### src/hw/umi_pkg.sv
// Purpose: Shared constants and types of the modem and interrupt control block
// Assumes: APB byte addresses, one aligned 32-bit word per register
// Notes:   Modem line structs are active high; pins are inverted at the top

package umi_pkg;

  // Register byte offsets
  localparam logic [7:0] OFS_DATA  = 8'h00;
  localparam logic [7:0] OFS_IEN   = 8'h04;
  localparam logic [7:0] OFS_IID   = 8'h08;
  localparam logic [7:0] OFS_LSTAT = 8'h0C;
  localparam logic [7:0] OFS_MCTL  = 8'h10;
  localparam logic [7:0] OFS_MSTAT = 8'h14;
  localparam logic [7:0] OFS_DIV   = 8'h18;

  // Values after reset
  localparam logic [3:0]  IEN_RESET   = 4'h0;
  localparam logic [4:0]  MCTL_RESET  = 5'h00;
  localparam logic [15:0] DIV_RESET   = 16'h0036;

  // Interrupt enable bit positions
  localparam int IEN_RDA  = 0;
  localparam int IEN_TXE  = 1;
  localparam int IEN_RLS  = 2;
  localparam int IEN_MS   = 3;

  // Modem control bit positions
  localparam int MCTL_DTR  = 0;
  localparam int MCTL_RTS  = 1;
  localparam int MCTL_OUT1 = 2;
  localparam int MCTL_OUT2 = 3;
  localparam int MCTL_LOOP = 4;

  // Interrupt identification codes
  localparam logic [7:0] IID_NONE = 8'h01;
  localparam logic [7:0] IID_RLS  = 8'h06;
  localparam logic [7:0] IID_RDA  = 8'h04;
  localparam logic [7:0] IID_TXE  = 8'h02;
  localparam logic [7:0] IID_MS   = 8'h00;

  // Oversampling counts: 16 ticks per bit
  localparam logic [3:0] TICK_LAST = 4'hF;
  localparam logic [3:0] TICK_HALF = 4'h7;
  localparam logic [2:0] BIT_LAST  = 3'h7;

  // Modem input lines, active high, ordered as status bits 7..4
  typedef struct packed {
    logic carrier;
    logic ring;
    logic set_ready;
    logic clear_to_send;
  } umi_modem_s;

  typedef enum logic [1:0] {
    SER_IDLE  = 2'b00,
    SER_START = 2'b01,
    SER_DATA  = 2'b10,
    SER_STOP  = 2'b11
  } umi_ser_e;

endpackage

### src/hw/umi_tx_shift.sv
// Purpose: Transmit shift register, 8 data bits, one stop bit
// Assumes: tick16 is a one-cycle pulse at 16 times the bit rate
// Notes:   Takes a character on start only while idle

`timescale 1ns/100ps

module umi_tx_shift (
  input  wire logic       pclk,
  input  wire logic       presetn,
  input  wire logic       tick16,
  input  wire logic       start,
  input  wire logic [7:0] data,
  output logic            txd,
  output logic            busy
);

  umi_pkg::umi_ser_e state;
  logic [3:0]        tcnt;
  logic [2:0]        bidx;
  logic [7:0]        shreg;

  assign busy = (state != umi_pkg::SER_IDLE);

  // Frame sequencer, bit 0 leaves first
  always_ff @(posedge pclk or negedge presetn) begin
    if (!presetn) begin
      state <= umi_pkg::SER_IDLE;
      tcnt  <= 4'h0;
      bidx  <= 3'h0;
      shreg <= 8'h00;
      txd   <= 1'b1;
    end else begin
      unique case (state)
        umi_pkg::SER_IDLE: begin
          if (start) begin
            shreg <= data;
            tcnt  <= 4'h0;
            bidx  <= 3'h0;
            txd   <= 1'b0;
            state <= umi_pkg::SER_START;
          end
        end
        umi_pkg::SER_START: begin
          if (tick16) begin
            tcnt <= tcnt + 4'h1;
            if (tcnt == umi_pkg::TICK_LAST) begin
              txd   <= shreg[0];
              state <= umi_pkg::SER_DATA;
            end
          end
        end
        umi_pkg::SER_DATA: begin
          if (tick16) begin
            tcnt <= tcnt + 4'h1;
            if (tcnt == umi_pkg::TICK_LAST) begin
              if (bidx == umi_pkg::BIT_LAST) begin
                txd   <= 1'b1;
                state <= umi_pkg::SER_STOP;
              end else begin
                txd   <= shreg[1];
                shreg <= {1'b0, shreg[7:1]};
                bidx  <= bidx + 3'h1;
              end
            end
          end
        end
        umi_pkg::SER_STOP: begin
          if (tick16) begin
            tcnt <= tcnt + 4'h1;
            if (tcnt == umi_pkg::TICK_LAST) begin
              state <= umi_pkg::SER_IDLE;
            end
          end
        end
      endcase
    end
  end

endmodule

### src/hw/umi_rx_shift.sv
// Purpose: Receive shift register, 8 data bits, one stop bit
// Assumes: tick16 is a one-cycle pulse at 16 times the bit rate
// Notes:   Samples each bit in its middle; a short start glitch is dropped

`timescale 1ns/100ps

module umi_rx_shift (
  input  wire logic       pclk,
  input  wire logic       presetn,
  input  wire logic       tick16,
  input  wire logic       rxd,
  output logic            valid,
  output logic [7:0]      data,
  output logic            frame_err,
  output logic            brk
);

  umi_pkg::umi_ser_e state;
  logic [3:0]        tcnt;
  logic [2:0]        bidx;
  logic [7:0]        shreg;

  // Frame sequencer, first bit ends in bit 0
  always_ff @(posedge pclk or negedge presetn) begin
    if (!presetn) begin
      state     <= umi_pkg::SER_IDLE;
      tcnt      <= 4'h0;
      bidx      <= 3'h0;
      shreg     <= 8'h00;
      valid     <= 1'b0;
      data      <= 8'h00;
      frame_err <= 1'b0;
      brk       <= 1'b0;
    end else begin
      valid <= 1'b0;
      unique case (state)
        umi_pkg::SER_IDLE: begin
          if (tick16 && !rxd) begin
            tcnt  <= 4'h0;
            bidx  <= 3'h0;
            state <= umi_pkg::SER_START;
          end
        end
        umi_pkg::SER_START: begin
          if (tick16) begin
            tcnt <= tcnt + 4'h1;
            if (tcnt == umi_pkg::TICK_HALF) begin
              tcnt  <= 4'h0;
              state <= rxd ? umi_pkg::SER_IDLE : umi_pkg::SER_DATA;
            end
          end
        end
        umi_pkg::SER_DATA: begin
          if (tick16) begin
            tcnt <= tcnt + 4'h1;
            if (tcnt == umi_pkg::TICK_LAST) begin
              shreg <= {rxd, shreg[7:1]};
              bidx  <= bidx + 3'h1;
              if (bidx == umi_pkg::BIT_LAST) begin
                state <= umi_pkg::SER_STOP;
              end
            end
          end
        end
        umi_pkg::SER_STOP: begin
          if (tick16) begin
            tcnt <= tcnt + 4'h1;
            if (tcnt == umi_pkg::TICK_LAST) begin
              valid     <= 1'b1;
              data      <= shreg;
              frame_err <= ~rxd;
              brk       <= ~rxd & (shreg == 8'h00);
              state     <= umi_pkg::SER_IDLE;
            end
          end
        end
      endcase
    end
  end

endmodule

### src/hw/umi_top.sv
// Purpose: Modem control, modem status, interrupt enable and data registers
// Assumes: APB slave with no wait states, modem pins synchronous to pclk
// Notes:   Modem pins are active low; outside loopback, status bits read their complement
//
// Decided for this implementation: the APB slave port and the register addresses.

`timescale 1ns/100ps

module umi_top (
  input  wire logic                pclk,
  input  wire logic                presetn,
  input  wire logic                psel,
  input  wire logic                penable,
  input  wire logic                pwrite,
  input  wire logic [7:0]          paddr,
  input  wire logic [31:0]         pwdata,
  output logic      [31:0]         prdata,
  output logic                     pready,
  output logic                     pslverr,
  input  wire logic                serial_in_pin,
  output logic                     serial_out_pin,
  input  wire umi_pkg::umi_modem_s modem_in_n,
  output logic                     dtr_n,
  output logic                     rts_n,
  output logic                     out1_n,
  output logic                     out2_n,
  output logic                     irq_out
);

  // Address match, used by read mux and every side effect
  function automatic logic hit(input logic [7:0] a, input logic [7:0] ofs);
    hit = (a == ofs);
  endfunction

  logic [3:0]          interrupt_enable;
  logic [4:0]          modem_control;
  logic [15:0]         baud_divisor;
  logic [15:0]         div_cnt;
  logic                tick16;
  logic [7:0]          transmit_holding;
  logic                tx_holding_empty;
  logic                txe_pend;
  logic [7:0]          receive_buffer;
  logic                data_ready;
  logic                overrun;
  logic                framing_err;
  logic                break_int;
  umi_pkg::umi_modem_s modem_now;
  umi_pkg::umi_modem_s modem_eff;
  logic [3:0]          deltas;
  logic [3:0]          delta_ev;
  logic                loop;
  logic                tx_start;
  logic                tx_busy;
  logic                tx_line;
  logic                rx_in;
  logic                rx_valid;
  logic [7:0]          rx_data;
  logic                rx_fe;
  logic                rx_brk;
  logic                setup;
  logic                wr;
  logic                rd;
  logic                rls_p;
  logic                rda_p;
  logic                txe_p;
  logic                ms_p;
  logic [7:0]          iid;
  logic [7:0]          next_rdata;
  logic                mapped;

  // Bus phases
  assign setup = psel & ~penable;
  assign wr    = psel & penable & pready & pwrite;
  assign rd    = psel & penable & pready & ~pwrite;
  assign loop  = modem_control[umi_pkg::MCTL_LOOP];

  // Modem inputs as seen inside, pins or loopback
  always_comb begin
    if (loop) begin
      modem_eff.clear_to_send = modem_control[umi_pkg::MCTL_RTS];
      modem_eff.set_ready     = modem_control[umi_pkg::MCTL_DTR];
      modem_eff.ring          = modem_control[umi_pkg::MCTL_OUT1];
      modem_eff.carrier       = modem_control[umi_pkg::MCTL_OUT2];
    end else begin
      modem_eff = ~modem_in_n;
    end
  end

  // Change events against last sampled state
  assign delta_ev[0] = modem_eff.clear_to_send ^ modem_now.clear_to_send;
  assign delta_ev[1] = modem_eff.set_ready ^ modem_now.set_ready;
  assign delta_ev[2] = modem_now.ring & ~modem_eff.ring;
  assign delta_ev[3] = modem_eff.carrier ^ modem_now.carrier;

  // Pending sources, each gated by its enable
  assign rls_p  = interrupt_enable[umi_pkg::IEN_RLS] & (overrun | framing_err | break_int);
  assign rda_p  = interrupt_enable[umi_pkg::IEN_RDA] & data_ready;
  assign txe_p  = interrupt_enable[umi_pkg::IEN_TXE] & txe_pend;
  assign ms_p   = interrupt_enable[umi_pkg::IEN_MS] & (|deltas);

  // Highest pending source
  always_comb begin
    if (rls_p) begin
      iid = umi_pkg::IID_RLS;
    end else if (rda_p) begin
      iid = umi_pkg::IID_RDA;
    end else if (txe_p) begin
      iid = umi_pkg::IID_TXE;
    end else if (ms_p) begin
      iid = umi_pkg::IID_MS;
    end else begin
      iid = umi_pkg::IID_NONE;
    end
  end

  // Read data selection
  always_comb begin
    next_rdata = 8'h00;
    mapped     = 1'b1;
    if (hit(paddr, umi_pkg::OFS_DATA)) begin
      next_rdata = receive_buffer;
    end else if (hit(paddr, umi_pkg::OFS_IEN)) begin
      next_rdata = {4'h0, interrupt_enable};
    end else if (hit(paddr, umi_pkg::OFS_IID)) begin
      next_rdata = iid;
    end else if (hit(paddr, umi_pkg::OFS_LSTAT)) begin
      next_rdata = {1'b0, tx_holding_empty & ~tx_busy, tx_holding_empty,
                    break_int, framing_err, 1'b0, overrun, data_ready};
    end else if (hit(paddr, umi_pkg::OFS_MCTL)) begin
      next_rdata = {3'h0, modem_control};
    end else if (hit(paddr, umi_pkg::OFS_MSTAT)) begin
      next_rdata = {modem_now, deltas};
    end else if (hit(paddr, umi_pkg::OFS_DIV)) begin
      next_rdata = 8'h00;
      mapped     = 1'b1;
    end else begin
      mapped = 1'b0;
    end
  end

  // APB answer, no wait states
  always_ff @(posedge pclk or negedge presetn) begin
    if (!presetn) begin
      pready  <= 1'b0;
      pslverr <= 1'b0;
      prdata  <= 32'h0000_0000;
    end else begin
      pready  <= setup;
      pslverr <= setup & ~mapped;
      if (setup) begin
        if (hit(paddr, umi_pkg::OFS_DIV)) begin
          prdata <= {16'h0000, baud_divisor};
        end else begin
          prdata <= {24'h00_0000, next_rdata};
        end
      end
    end
  end

  // Software control registers
  always_ff @(posedge pclk or negedge presetn) begin
    if (!presetn) begin
      interrupt_enable <= umi_pkg::IEN_RESET;
      modem_control    <= umi_pkg::MCTL_RESET;
      baud_divisor     <= umi_pkg::DIV_RESET;
    end else if (wr) begin
      if (hit(paddr, umi_pkg::OFS_IEN)) begin
        interrupt_enable <= pwdata[3:0];
      end
      if (hit(paddr, umi_pkg::OFS_MCTL)) begin
        modem_control <= pwdata[4:0];
      end
      if (hit(paddr, umi_pkg::OFS_DIV)) begin
        baud_divisor <= pwdata[15:0];
      end
    end
  end

  // Oversampling tick divider
  always_ff @(posedge pclk or negedge presetn) begin
    if (!presetn) begin
      div_cnt <= 16'h0000;
      tick16  <= 1'b0;
    end else if ((div_cnt + 16'h0001) >= baud_divisor) begin
      div_cnt <= 16'h0000;
      tick16  <= 1'b1;
    end else begin
      div_cnt <= div_cnt + 16'h0001;
      tick16  <= 1'b0;
    end
  end

  // Modem outputs, inverted from control bits
  always_ff @(posedge pclk or negedge presetn) begin
    if (!presetn) begin
      dtr_n  <= 1'b1;
      rts_n  <= 1'b1;
      out1_n <= 1'b1;
      out2_n <= 1'b1;
    end else begin
      dtr_n  <= ~modem_control[umi_pkg::MCTL_DTR];
      rts_n  <= ~modem_control[umi_pkg::MCTL_RTS];
      out1_n <= ~modem_control[umi_pkg::MCTL_OUT1];
      out2_n <= ~modem_control[umi_pkg::MCTL_OUT2];
    end
  end

  // Modem status: sampled lines and sticky change bits
  always_ff @(posedge pclk or negedge presetn) begin
    if (!presetn) begin
      modem_now <= '0;
      deltas    <= 4'h0;
    end else begin
      modem_now <= modem_eff;
      if (wr && hit(paddr, umi_pkg::OFS_MSTAT)) begin
        deltas <= pwdata[3:0] | delta_ev;
      end else if (rd && hit(paddr, umi_pkg::OFS_MSTAT)) begin
        deltas <= delta_ev;
      end else begin
        deltas <= deltas | delta_ev;
      end
    end
  end

  // Transmit holding register and its empty flag
  assign tx_start = ~tx_holding_empty & ~tx_busy;

  always_ff @(posedge pclk or negedge presetn) begin
    if (!presetn) begin
      transmit_holding <= 8'h00;
      tx_holding_empty <= 1'b1;
      txe_pend         <= 1'b1;
    end else begin
      if (wr && hit(paddr, umi_pkg::OFS_DATA)) begin
        transmit_holding <= pwdata[7:0];
        tx_holding_empty <= 1'b0;
      end else if (tx_start) begin
        tx_holding_empty <= 1'b1;
      end
      if (tx_start) begin
        txe_pend <= 1'b1;
      end else if (wr && hit(paddr, umi_pkg::OFS_DATA)) begin
        txe_pend <= 1'b0;
      end else if (rd && hit(paddr, umi_pkg::OFS_IID) && (iid == umi_pkg::IID_TXE)) begin
        txe_pend <= 1'b0;
      end
    end
  end

  // Receive buffer and line status flags, set wins over clear
  always_ff @(posedge pclk or negedge presetn) begin
    if (!presetn) begin
      receive_buffer <= 8'h00;
      data_ready     <= 1'b0;
      overrun        <= 1'b0;
      framing_err    <= 1'b0;
      break_int      <= 1'b0;
    end else begin
      if (rx_valid) begin
        receive_buffer <= rx_data;
        data_ready     <= 1'b1;
      end else if (rd && hit(paddr, umi_pkg::OFS_DATA)) begin
        data_ready <= 1'b0;
      end
      if (rx_valid && data_ready && !(rd && hit(paddr, umi_pkg::OFS_DATA))) begin
        overrun <= 1'b1;
      end else if (rd && hit(paddr, umi_pkg::OFS_LSTAT)) begin
        overrun <= 1'b0;
      end
      if (rx_valid && rx_fe) begin
        framing_err <= 1'b1;
      end else if (rd && hit(paddr, umi_pkg::OFS_LSTAT)) begin
        framing_err <= 1'b0;
      end
      if (rx_valid && rx_brk) begin
        break_int <= 1'b1;
      end else if (rd && hit(paddr, umi_pkg::OFS_LSTAT)) begin
        break_int <= 1'b0;
      end
    end
  end

  // Serial pin and interrupt output
  always_ff @(posedge pclk or negedge presetn) begin
    if (!presetn) begin
      serial_out_pin <= 1'b1;
      irq_out        <= 1'b0;
    end else begin
      serial_out_pin <= loop ? 1'b1 : tx_line;
      irq_out        <= rls_p | rda_p | txe_p | ms_p;
    end
  end

  // Receive input, looped from transmitter in diagnostics
  assign rx_in = loop ? tx_line : serial_in_pin;

  umi_tx_shift u_tx (
    .pclk    (pclk),
    .presetn (presetn),
    .tick16  (tick16),
    .start   (tx_start),
    .data    (transmit_holding),
    .txd     (tx_line),
    .busy    (tx_busy)
  );

  umi_rx_shift u_rx (
    .pclk      (pclk),
    .presetn   (presetn),
    .tick16    (tick16),
    .rxd       (rx_in),
    .valid     (rx_valid),
    .data      (rx_data),
    .frame_err (rx_fe),
    .brk       (rx_brk)
  );

endmodule

### config.mk
export PLATFORM = sky130hd
export DESIGN_NAME = umi_top
export DESIGN_NICKNAME = d
export VERILOG_FILES = /design/src/hw/umi_pkg.sv /design/src/hw/umi_tx_shift.sv /design/src/hw/umi_rx_shift.sv /design/src/hw/umi_top.sv
export SDC_FILE = /design/constraint.sdc
export NUM_CORES = 1
export LEC_CHECK = 0
export BUFFER_PORTS_ARGS = -buffer_cell sky130_fd_sc_hd__buf_2
export CORE_UTILIZATION = 30
export DETAILED_ROUTE_END_ITERATION = 7
export SYNTH_ARGS = -nofsm -noshare
export SYNTH_HDL_FRONTEND = slang
export SYNTH_SLANG_ARGS = --single-unit
### constraint.sdc
create_clock -name pclk -period 7.69 [get_ports pclk]
set_input_delay 1.1535 -clock pclk [delete_from_list [all_inputs] [get_ports pclk]]
set_output_delay 1.1535 -clock pclk [all_outputs]
set_load 0.01 [all_outputs]
# --- Word-level counts from Yosys, hierarchy flattened ---
# Index checks and enable logic that the tools add are counted.
totals:
  word_cells: 249
  regBits: 158
  out_inout_bits: 40
classes:
  addsub: 5
  eq_ne: 37
  bitwise_logic: 36
  reduce_logical: 43
  order_cmp: 1
  n_mux: 87
op_table:
  columns: ["op", "n"]
  rows:
  - ["2-to-1 mux 8 bit", 13]
  - ["2-to-1 mux 4 bit", 9]
  - ["2-to-1 mux 2 bit", 17]
  - ["2-to-1 mux 16 bit", 2]
  - ["2-to-1 mux 1 bit", 31]
  - ["== test 8 x 5 -> 1 bit (second input constant)", 3]
  - ["inequality test 2 x 1 -> 1 bit (second input constant)", 11]
  - ["2-to-1 mux 3 bit", 7]
  - ["adder 16 x 1 -> 16 bit (second input constant)", 1]
  - ["== test 8 x 4 -> 1 bit (second input constant)", 2]
  - ["greater-or-equal comparator 16 bit", 1]
  - ["zero test 8 bit", 2]
  - ["inequality test 2 bit (second input constant)", 8]
  - ["case mux 2 bit (4 select lines)", 2]
  - ["case mux 8 bit (2 select lines)", 1]
  - ["AND reduction 8 bit", 2]
  - ["nonzero test 2 bit", 8]
  - ["bitwise AND 1 bit", 14]
  - ["logical AND 1 bit", 12]
  - ["case mux 3 bit (2 select lines)", 2]
  - ["case mux 4 bit (3 select lines)", 1]
  - ["inverter 1 bit", 11]
  - ["AND reduction 3 bit", 3]
  - ["adder 4 x 1 -> 4 bit (second input constant)", 2]
  - ["24 further kinds", 44]

# --- Depth between registers and ports, before layout ---
# Gate-level depths: netlist of the first run.
logic_depth:
  ltp_word: 11
  mapped_depth: 11

# --- Cells and area by module ---
# From an unflattened synthesis of the first run, not the netlist that was laid out.
unflattened:
  hier_cells: 647
  area_unflattened_um2: 7219.4
by_module_without_submodules:
  columns: ["module", "area_each_um2", "seq_area_each_um2", "cells_each", "n_inst"]
  rows:
  - ["umi_top", 4818.4, 2416.1, 428, 1]
  - ["umi_rx_shift", 1330.0, 700.7, 116, 1]
  - ["umi_tx_shift", 1071.0, 451.7, 103, 1]

# --- Worst setup path before layout of the first run ---
# OpenSTA, ideal clock, no wires.
synth_path:
  path_type: "reg-to-reg"
  start: "reg div_cnt[2]"
  end: "reg div_cnt[10]"
  path_slack_ns: 4.864
  setup_ns: 0.142
  t_arrival_ns: 2.684
  path_buffers: 1
  t_required_ns: 7.548
  stages_incl_launch_ff: 10
  path_cell_list: "dfrtp_1 > nand4_1 > nor4_1 > xnor2_1 > inv_1 > ha_1 > nand4_1 > a2111oi_2 > clkbuf_1 > a211oi_1"
synth_between:
  elab_chain_cells: 3
synth_lines:
  columns: ["element", "line_no", "rtl"]
  rows:
  - ["start: declaration", "umi_top.sv:38", "logic [15:0] div_cnt;"]
  - ["start signal: assignment", "umi_top.sv:189", "div_cnt <= div_cnt + 16'h0001;"]
  - ["adder 16 x 1 -> 16 bit *", "umi_top.sv:185, umi_top.sv:189", null]
  - ["greater-or-equal comparator 16 bit", "umi_top.sv:185", "end else if ((div_cnt + 16'h0001) >= baud_divisor) begin"]
  - ["2-to-1 mux 16 bit *", "umi_top.sv:185", null]
# Every way passes the cells marked *; elsewhere a longest branch is shown, timed or not.
# A chain may end at the register's enable or synchronous reset.

# --- Worst setup path after layout of the first run ---
layout_path:
  start: "reg div_cnt[3]"
  end: "reg div_cnt[7]"
# The elaborated chain is that of the path after synthesis.

==> reports/qor.csv, run 1 <==
stage;metric;value;unit
clock_tree;cts_hold_buf;0;
final_layout;area_delta_synth_final;15.8;%
final_layout;antenna_cells;0;
worst_setup_path;ff2ff_path_depth;9;
clock_tree;post_cts_buffers;0;
yosys;synth_area_per_cell;11.0;sq um
final_layout;fillers;2371;
timing;rsz0062_at_grt;false;
timing;skew;0.00638;ns
power_and_ir_drop;p_per_area;267;nW/um^2
global_routing;grt.overflow.total;0;
route;vias;5119;
clock_tree;cts_max_level;4;
yosys;synth_ff_type;dfrtp_1;
floorplan;initial_core_util;30.6;%
worst_setup_path;cp.required;8.01;ns
final_layout;layout-drive-gt1-share;24.9;%
global_routing;grt_antenna_before_repair;0;
floorplan;num_rows;56;
clock_tree;tritoncts;done;
yosys;synth.cell_area;7180;sq um
worst_setup_path;cp-end-kind;flip-flop;
floorplan;die_y;157;microns
worst_setup_path;crit_arrival;3.46;ns
worst_setup_path;timing.critical_path.from;div_cnt[3];
outcome;status;finished, final reports clean;
yosys;synth_top_area_share;45.3;%
floorplan;core_area;23500;sq um
power_and_ir_drop;ir_drop;0.146;mV
route;wl_per_cell;16.1;microns
timing;hold_viol;0;
floorplan;die_width;157;microns
placed_design;placed_cell_area;7720;sq um
global_routing;grt_max_degree;75;
worst_setup_path;cp-endpoint;div_cnt[7];
route;drt_iter0_markers;342;
timing;slew_viol_final;0;
timing;setup_viol;0;
route;drc_errors;0;
clock_tree;cts.sinks;142;
final_layout;stdcell_area;8320;sq um
clock_tree;cts_resized;0;
route;routed_wl;16700;microns
clock_tree;cts_root_buf;clkbuf_16;
worst_setup_path;cp_max_fo;17;
yosys;postSynthCellCount;655;
yosys;ys_seq_area_share;49.7;%
global_routing;grt_pass1_vias;5014;
hold_path;min_path_type;reg2reg;
timing;period_needed;3.14;ns
timing;tns;0;ns
worst_setup_path;r2r-end;div_cnt[7];
final_layout;final_common_cell;dfrtp_1;
placed_design;hpwl;12200;microns
yosys;ys_seq_elements;142;
floorplan;die_area;24600;sq um
timing;max_freq;319;MHz
final_layout;fin_nets;783;
floorplan;ios;90;
yosys;ys_types;62;
yosys;ys_warn_count;0;
timing;final.period_utilization;40.8;%
final_layout;final_cell_mix;130 x dfrtp_1, 59 x mux2_2, 56 x buf_2, 46 x inv_1, 34 x nand2_1;
route;routed_via_density;4.93;
clock_tree;clock_latency;0.42;ns
worst_setup_path;path_class;reg2reg;
flow_run;drv_cap;0;
yosys;synthArstFlopShare;100;%
placed_design;io_buffers;57;
timing;worst_pin_slew;1.14;ns
worst_setup_path;startpoint_type;flip-flop;
route;drt_first_pass_iters;5;
timing;slew_headroom;23.3;%
yosys;synth_edf_count;0;
clock_tree;cts_inserted_buffers;17;
placed_design;place.gp.congestion;0.821;
worst_setup_path;reg2reg_from;div_cnt[3];
global_routing;track_usage;14.5;%
yosys;synthTopCellsByArea;dfrtp_1 45%, mux2_2 9.3%, ha_1 4.7%;
clock_tree;cts_max_path_buffers;2;
route;postRouteAntennaNets;0;
global_routing;grt_pass1_wl;27200;microns
worst_setup_path;reg2reg_slack;4.55;ns
yosys;yosys.area.top_type;dfrtp_1;
clock_tree;clk_pin_slew;0.06;ns
power_and_ir_drop;p_leak;3.77;nW
worst max-delay path: stages, from the launching register on:
cell and delay, ns:
dfrtp_1 0.42, nand4_1 0.35, or2_2 0.42, xnor2_1 0.24, inv_1 0.09, ha_1 0.29
a22o_1 0.24, nor4_1 0.21, o21ai_1 0.43, a211oi_1 0.35
layout make-up:
| type | count | area [sq um] | share of cell area, % |
|---|---|---|---|
| Multi-Input combinational cell | 438 | 3260 | 39.2 |
| Clock inverter | 12 | 161 | 1.94 |
| Timing Repair Buffer | 60 | 314 | 3.78 |
| Clock buffer | 20 | 437 | 5.25 |
| Sequential cell | 142 | 3570 | 42.9 |
| Inverter | 47 | 176 | 2.12 |
| Tap cell | 319 | 399 | 4.80 |
logic make-up (layout without fill, tap and decap cells):
family	count (synthesis)	count (layout)	share of synthesized area, %
AO/OA/AOI/OAI	151	151	14.2
AND/OR/NAND/NOR	148	148	11.6
flip-flops	142	142	49.7
buffers and inverters	90	139	5.66
multiplexers	76	76	11.6
adder cells (fa/ha/maj)	27	27	4.70
XOR/XNOR	20	20	2.44
other	1	16	0.0522
cells in the mapped netlist, types with 12 or more instances:
cell type and count:
a22o_1 12, dfrtp_1 130, clkbuf_1 20, mux2i_1 17, a211oi_1 17, inv_1 46
buf_4 17, nor2_1 18, xnor2_1 17, mux2_2 59, nand2_1 34, a31oi_1 15
ha_1 27, dfstp_2 12, a21oi_1 22, nand4_1 16, nand3_1 23, o21ai_0 33
stage by stage:
step / cells / setup WS, ns / power (W) / hold slack [ns] / utilization, %
detailed placement: 1006 / 4.45 / 0.00140 / 0.429 / 32.9
global placement: 1006 / 4.45 / 0.00138 / 0.430 / 32.9
CTS: 1038 / 4.51 / 0.00225 / 0.437 / 35.4
floorplan: 670 / 4.86 / 0.00128 / 0.366 / -
finish: 1038 / 4.55 / 0.00222 / 0.429 / 35.4
global route: 1038 / 4.20 / 0.00235 / 0.465 / 35.4
where the power goes:
part | internal (W) | switching (W)
Clock | 0.000513 | 0.000328
Sequential | 0.000844 | 0.0000939
Combinational | 0.000189 | 0.000256
how the worst min path moves through the flow:
stage	start	end	slack [ns]	cells after the start
after floorplan	modem_control[1]	rts_n	0.37	1
after global placement	modem_control[1]	rts_n	0.43	1
after detailed placement	modem_control[1]	rts_n	0.43	1
after CTS	modem_control[1]	rts_n	0.44	1
after global routing	modem_control[0]	dtr_n	0.46	1
final	modem_control[1]	rts_n	0.43	1
routing by layer:
layer	share of wire, %	wire [microns]	vias up	track usage (%)
met5	0	0	-	0
met1	47	7860	2533	19.2
li1	-	-	2470	-
met4	2.2	372	0	5.04
met3	2.8	476	22	2.77
met2	48	8020	94	23.5
state kept, by name, indices dropped and copies added, names as in the netlist, 2 cells and up, named ones only:
| name | flops |
|---|---|
| transmit_holding | 8 |
| u_tx.tcnt | 4 |
| u_rx.data | 8 |
| modem_control | 5 |
| div_cnt | 16 |
| modem_now | 4 |
| u_tx.state | 2 |
| baud_divisor | 16 |
| receive_buffer | 8 |
| interrupt_enable | 4 |
| u_tx.shreg | 8 |
| u_rx.shreg | 8 |
| u_tx.bidx | 3 |
| u_rx.tcnt | 4 |
| deltas | 4 |
| prdata | 16 |
| u_rx.bidx | 3 |
(Power assumes the default switching activity.)
==> inputs of run 2 (changes only) <==
==> constraint.sdc (replaced) <==
create_clock -name pclk -period 2.9 [get_ports pclk]
set_input_delay 0.435 -clock pclk [delete_from_list [all_inputs] [get_ports pclk]]
set_output_delay 0.435 -clock pclk [all_outputs]
set_load 0.01 [all_outputs]
==> reports/qor.csv, run 2 (synthesis gave the netlist of run 1 again) <==
stage;metric;value;unit
outcome;status;finished, final reports clean;
worst_setup_path;cp.required;3.21;ns
worst_setup_path;path_class;reg2reg;
worst_setup_path;critPathSlowestCell;dfrtp_1;
final_layout;antenna_cells;0;
timing;whs;0.0204;ns
global_routing;grt_max_degree;73;
hold_path;min_path_type;in2async;
global_routing;grt_pass1_wl;27000;microns
route;drt_first_pass_iters;5;
final_layout;reg_top3;baud_divisor (16), div_cnt (16), prdata (16);
worst_setup_path;max_stage_delay;0.42;ns
power_and_ir_drop;ir_drop;0.324;mV
clock_tree;tritoncts;done;
final_layout;final_cell_mix;129 x dfrtp_1, 59 x mux2_2, 56 x buf_2, 46 x inv_1, 34 x nand2_1;
worst_setup_path;startpoint_type;flip-flop;
placed_design;io_buffers;57;
placed_design;dp_cells;1021;
worst_setup_path;crit_top_cell;buf_4;
worst_setup_path;crit_arrival;3.01;ns
global_routing;grt_antenna_before_repair;0;
final_layout;layout-drive-gt1-share;27.7;%
placed_design;hpwl;12200;microns
floorplan;die_area;24600;sq um
worst_setup_path;cp-end-kind;flip-flop;
placed_design;placed_cell_area;7850;sq um
flow_run;drv_cap;0;
final_layout;final_common_cell;dfrtp_1;
clock_tree;clk_pin_slew;0.06;ns
power_and_ir_drop;seqPwrFrac;42.3;%
final_layout;fillers;2344;
timing;slew_viol_final;0;
route;routed_wl;16900;microns
floorplan;initial_core_util;30.6;%
worst_setup_path;reg2reg_slack;0.20;ns
power_and_ir_drop;power.switching;0.00179;W
global_routing;grt.overflow.total;0;
power_and_ir_drop;finalPower;0.00588;W
worst_setup_path;cp_max_fo;14;
power_and_ir_drop;comb_power_share;21.4;%
global_routing;grt_pass1_vias;4968;
global_routing;track_usage;14.4;%
timing;max_freq;370;MHz
timing;setup_viol;0;
timing;final.period_utilization;93.1;%
worst_setup_path;path_cells;nand4_1, buf_4, nor4_1, xnor2_1, inv_1, ha_1, a21oi_1, o21a_1, o21ai_0, buf_4, a211oi_1;
clock_tree;cts.sinks;142;
timing;skew;0.0138;ns
route;postRouteAntennaNets;0;
worst_setup_path;ff2ff_path_depth;11;
route;routed_via_density;4.91;
route;wl_per_cell;16.0;microns
timing;hold_viol;0;
clock_tree;cts_inserted_buffers;17;
clock_tree;cts_max_level;4;
clock_tree;cts_hold_buf;0;
timing;slew_headroom;53.7;%
timing;rsz0062_at_grt;false;
floorplan;die_width;157;microns
route;drc_errors;0;
power_and_ir_drop;p_int;0.00409;W
placed_design;place.gp.congestion;0.841;
floorplan;ios;90;
floorplan;core_area;23500;sq um
power_and_ir_drop;switching_share;30.4;%
floorplan;die_y;157;microns
final_layout;fin_cells;1056;
clock_tree;cts_root_buf;clkbuf_16;
timing;period_needed;2.70;ns
final_layout;area_delta_synth_final;18.3;%
power_and_ir_drop;p_per_area;692;nW/um^2
clock_tree;clock_latency;0.42;ns
power_and_ir_drop;p_leak;3.88;nW
final_layout;fin_nets;801;
floorplan;num_rows;56;
clock_tree;cts_max_path_buffers;2;
route;drt_iter0_markers;219;
route;vias;5188;
timing;tns;0;ns
power_and_ir_drop;power_frac_clock;36.3;%
final_layout;stdcell_area;8500;sq um
timing;worst_pin_slew;0.695;ns
-- run 2: cell count changes in the layout (fill, tap and decap cells not counted), moves of 2 or more --
cell / change
buf_4: +16
clkinv_4: +3
nor4_1: -3
nor4_2: +3
clkinvlp_4: -2
-- run 2: cell type report --
cell class	instances	area (sq um)	area share, %
Clock buffer	20	447	5.26
Clock inverter	12	139	1.63
Inverter	47	176	2.08
Multi-Input combinational cell	438	3310	38.9
Sequential cell	142	3570	42.0
Timing Repair Buffer	78	462	5.43
Tap cell	319	399	4.70
-- run 2: timing repair --
action	in CTS	in global routing
resized for setup	0	10
setup endpoints to repair	0	17
setup buffers	0	2
-- run 2: stage by stage --
step,worst slack (ns),utilization (%)
detailed placement,0.145,33.4
floorplan,0.0739,-
finish,0.199,36.2
global placement,0.209,33.4
global route,0.0155,36.2
CTS,0.119,35.9
-- run 2: worst paths after layout --
| check | startpoint | end |
|---|---|---|
| min reg2reg | modem_control[1] | rts_n |
| max reg2reg | div_cnt[2] | div_cnt[0] |
| min | presetn | div_cnt[15] |
| min in group pclk | modem_in_n[2] | modem_now[2] |
| max in group asynchronous | presetn | txe_pend |
| max | div_cnt[2] | div_cnt[0] |
-- run 2: worst max-delay path: cells and delay by family, from the launching register on --
family                     cells  cell delay [ns]
xor gates and xnor gates       1             0.20
and+or+nand+nor                2             0.50
buffers and inverters          3             0.48
adders and majority gates      1             0.31
DFF                            1             0.42
AOI/OAI and AO/OA              4             0.68
-- run 2: power by group through the flow --
stage / sequential [W] / clock [W] / combinational [W]
floorplan: 0.00241 / 0 / 0.000972
global placement: 0.00250 / 0 / 0.00122
detailed placement: 0.00251 / 0 / 0.00126
CTS: 0.00248 / 0.00219 / 0.00126
global route: 0.00252 / 0.00228 / 0.00141
finish: 0.00248 / 0.00213 / 0.00126
-- run 2: per-layer routing --
metal / up-vias / share of wire [%] / global-route usage [%] / wire, microns
met5: - / 0 / 0 / 0
met4: 0 / 1.7 / 5.51 / 282
met3: 17 / 2.7 / 2.69 / 454
met2: 92 / 47 / 22.4 / 8010
met1: 2582 / 48 / 19.7 / 8150
li1: 2497 / - / - / -
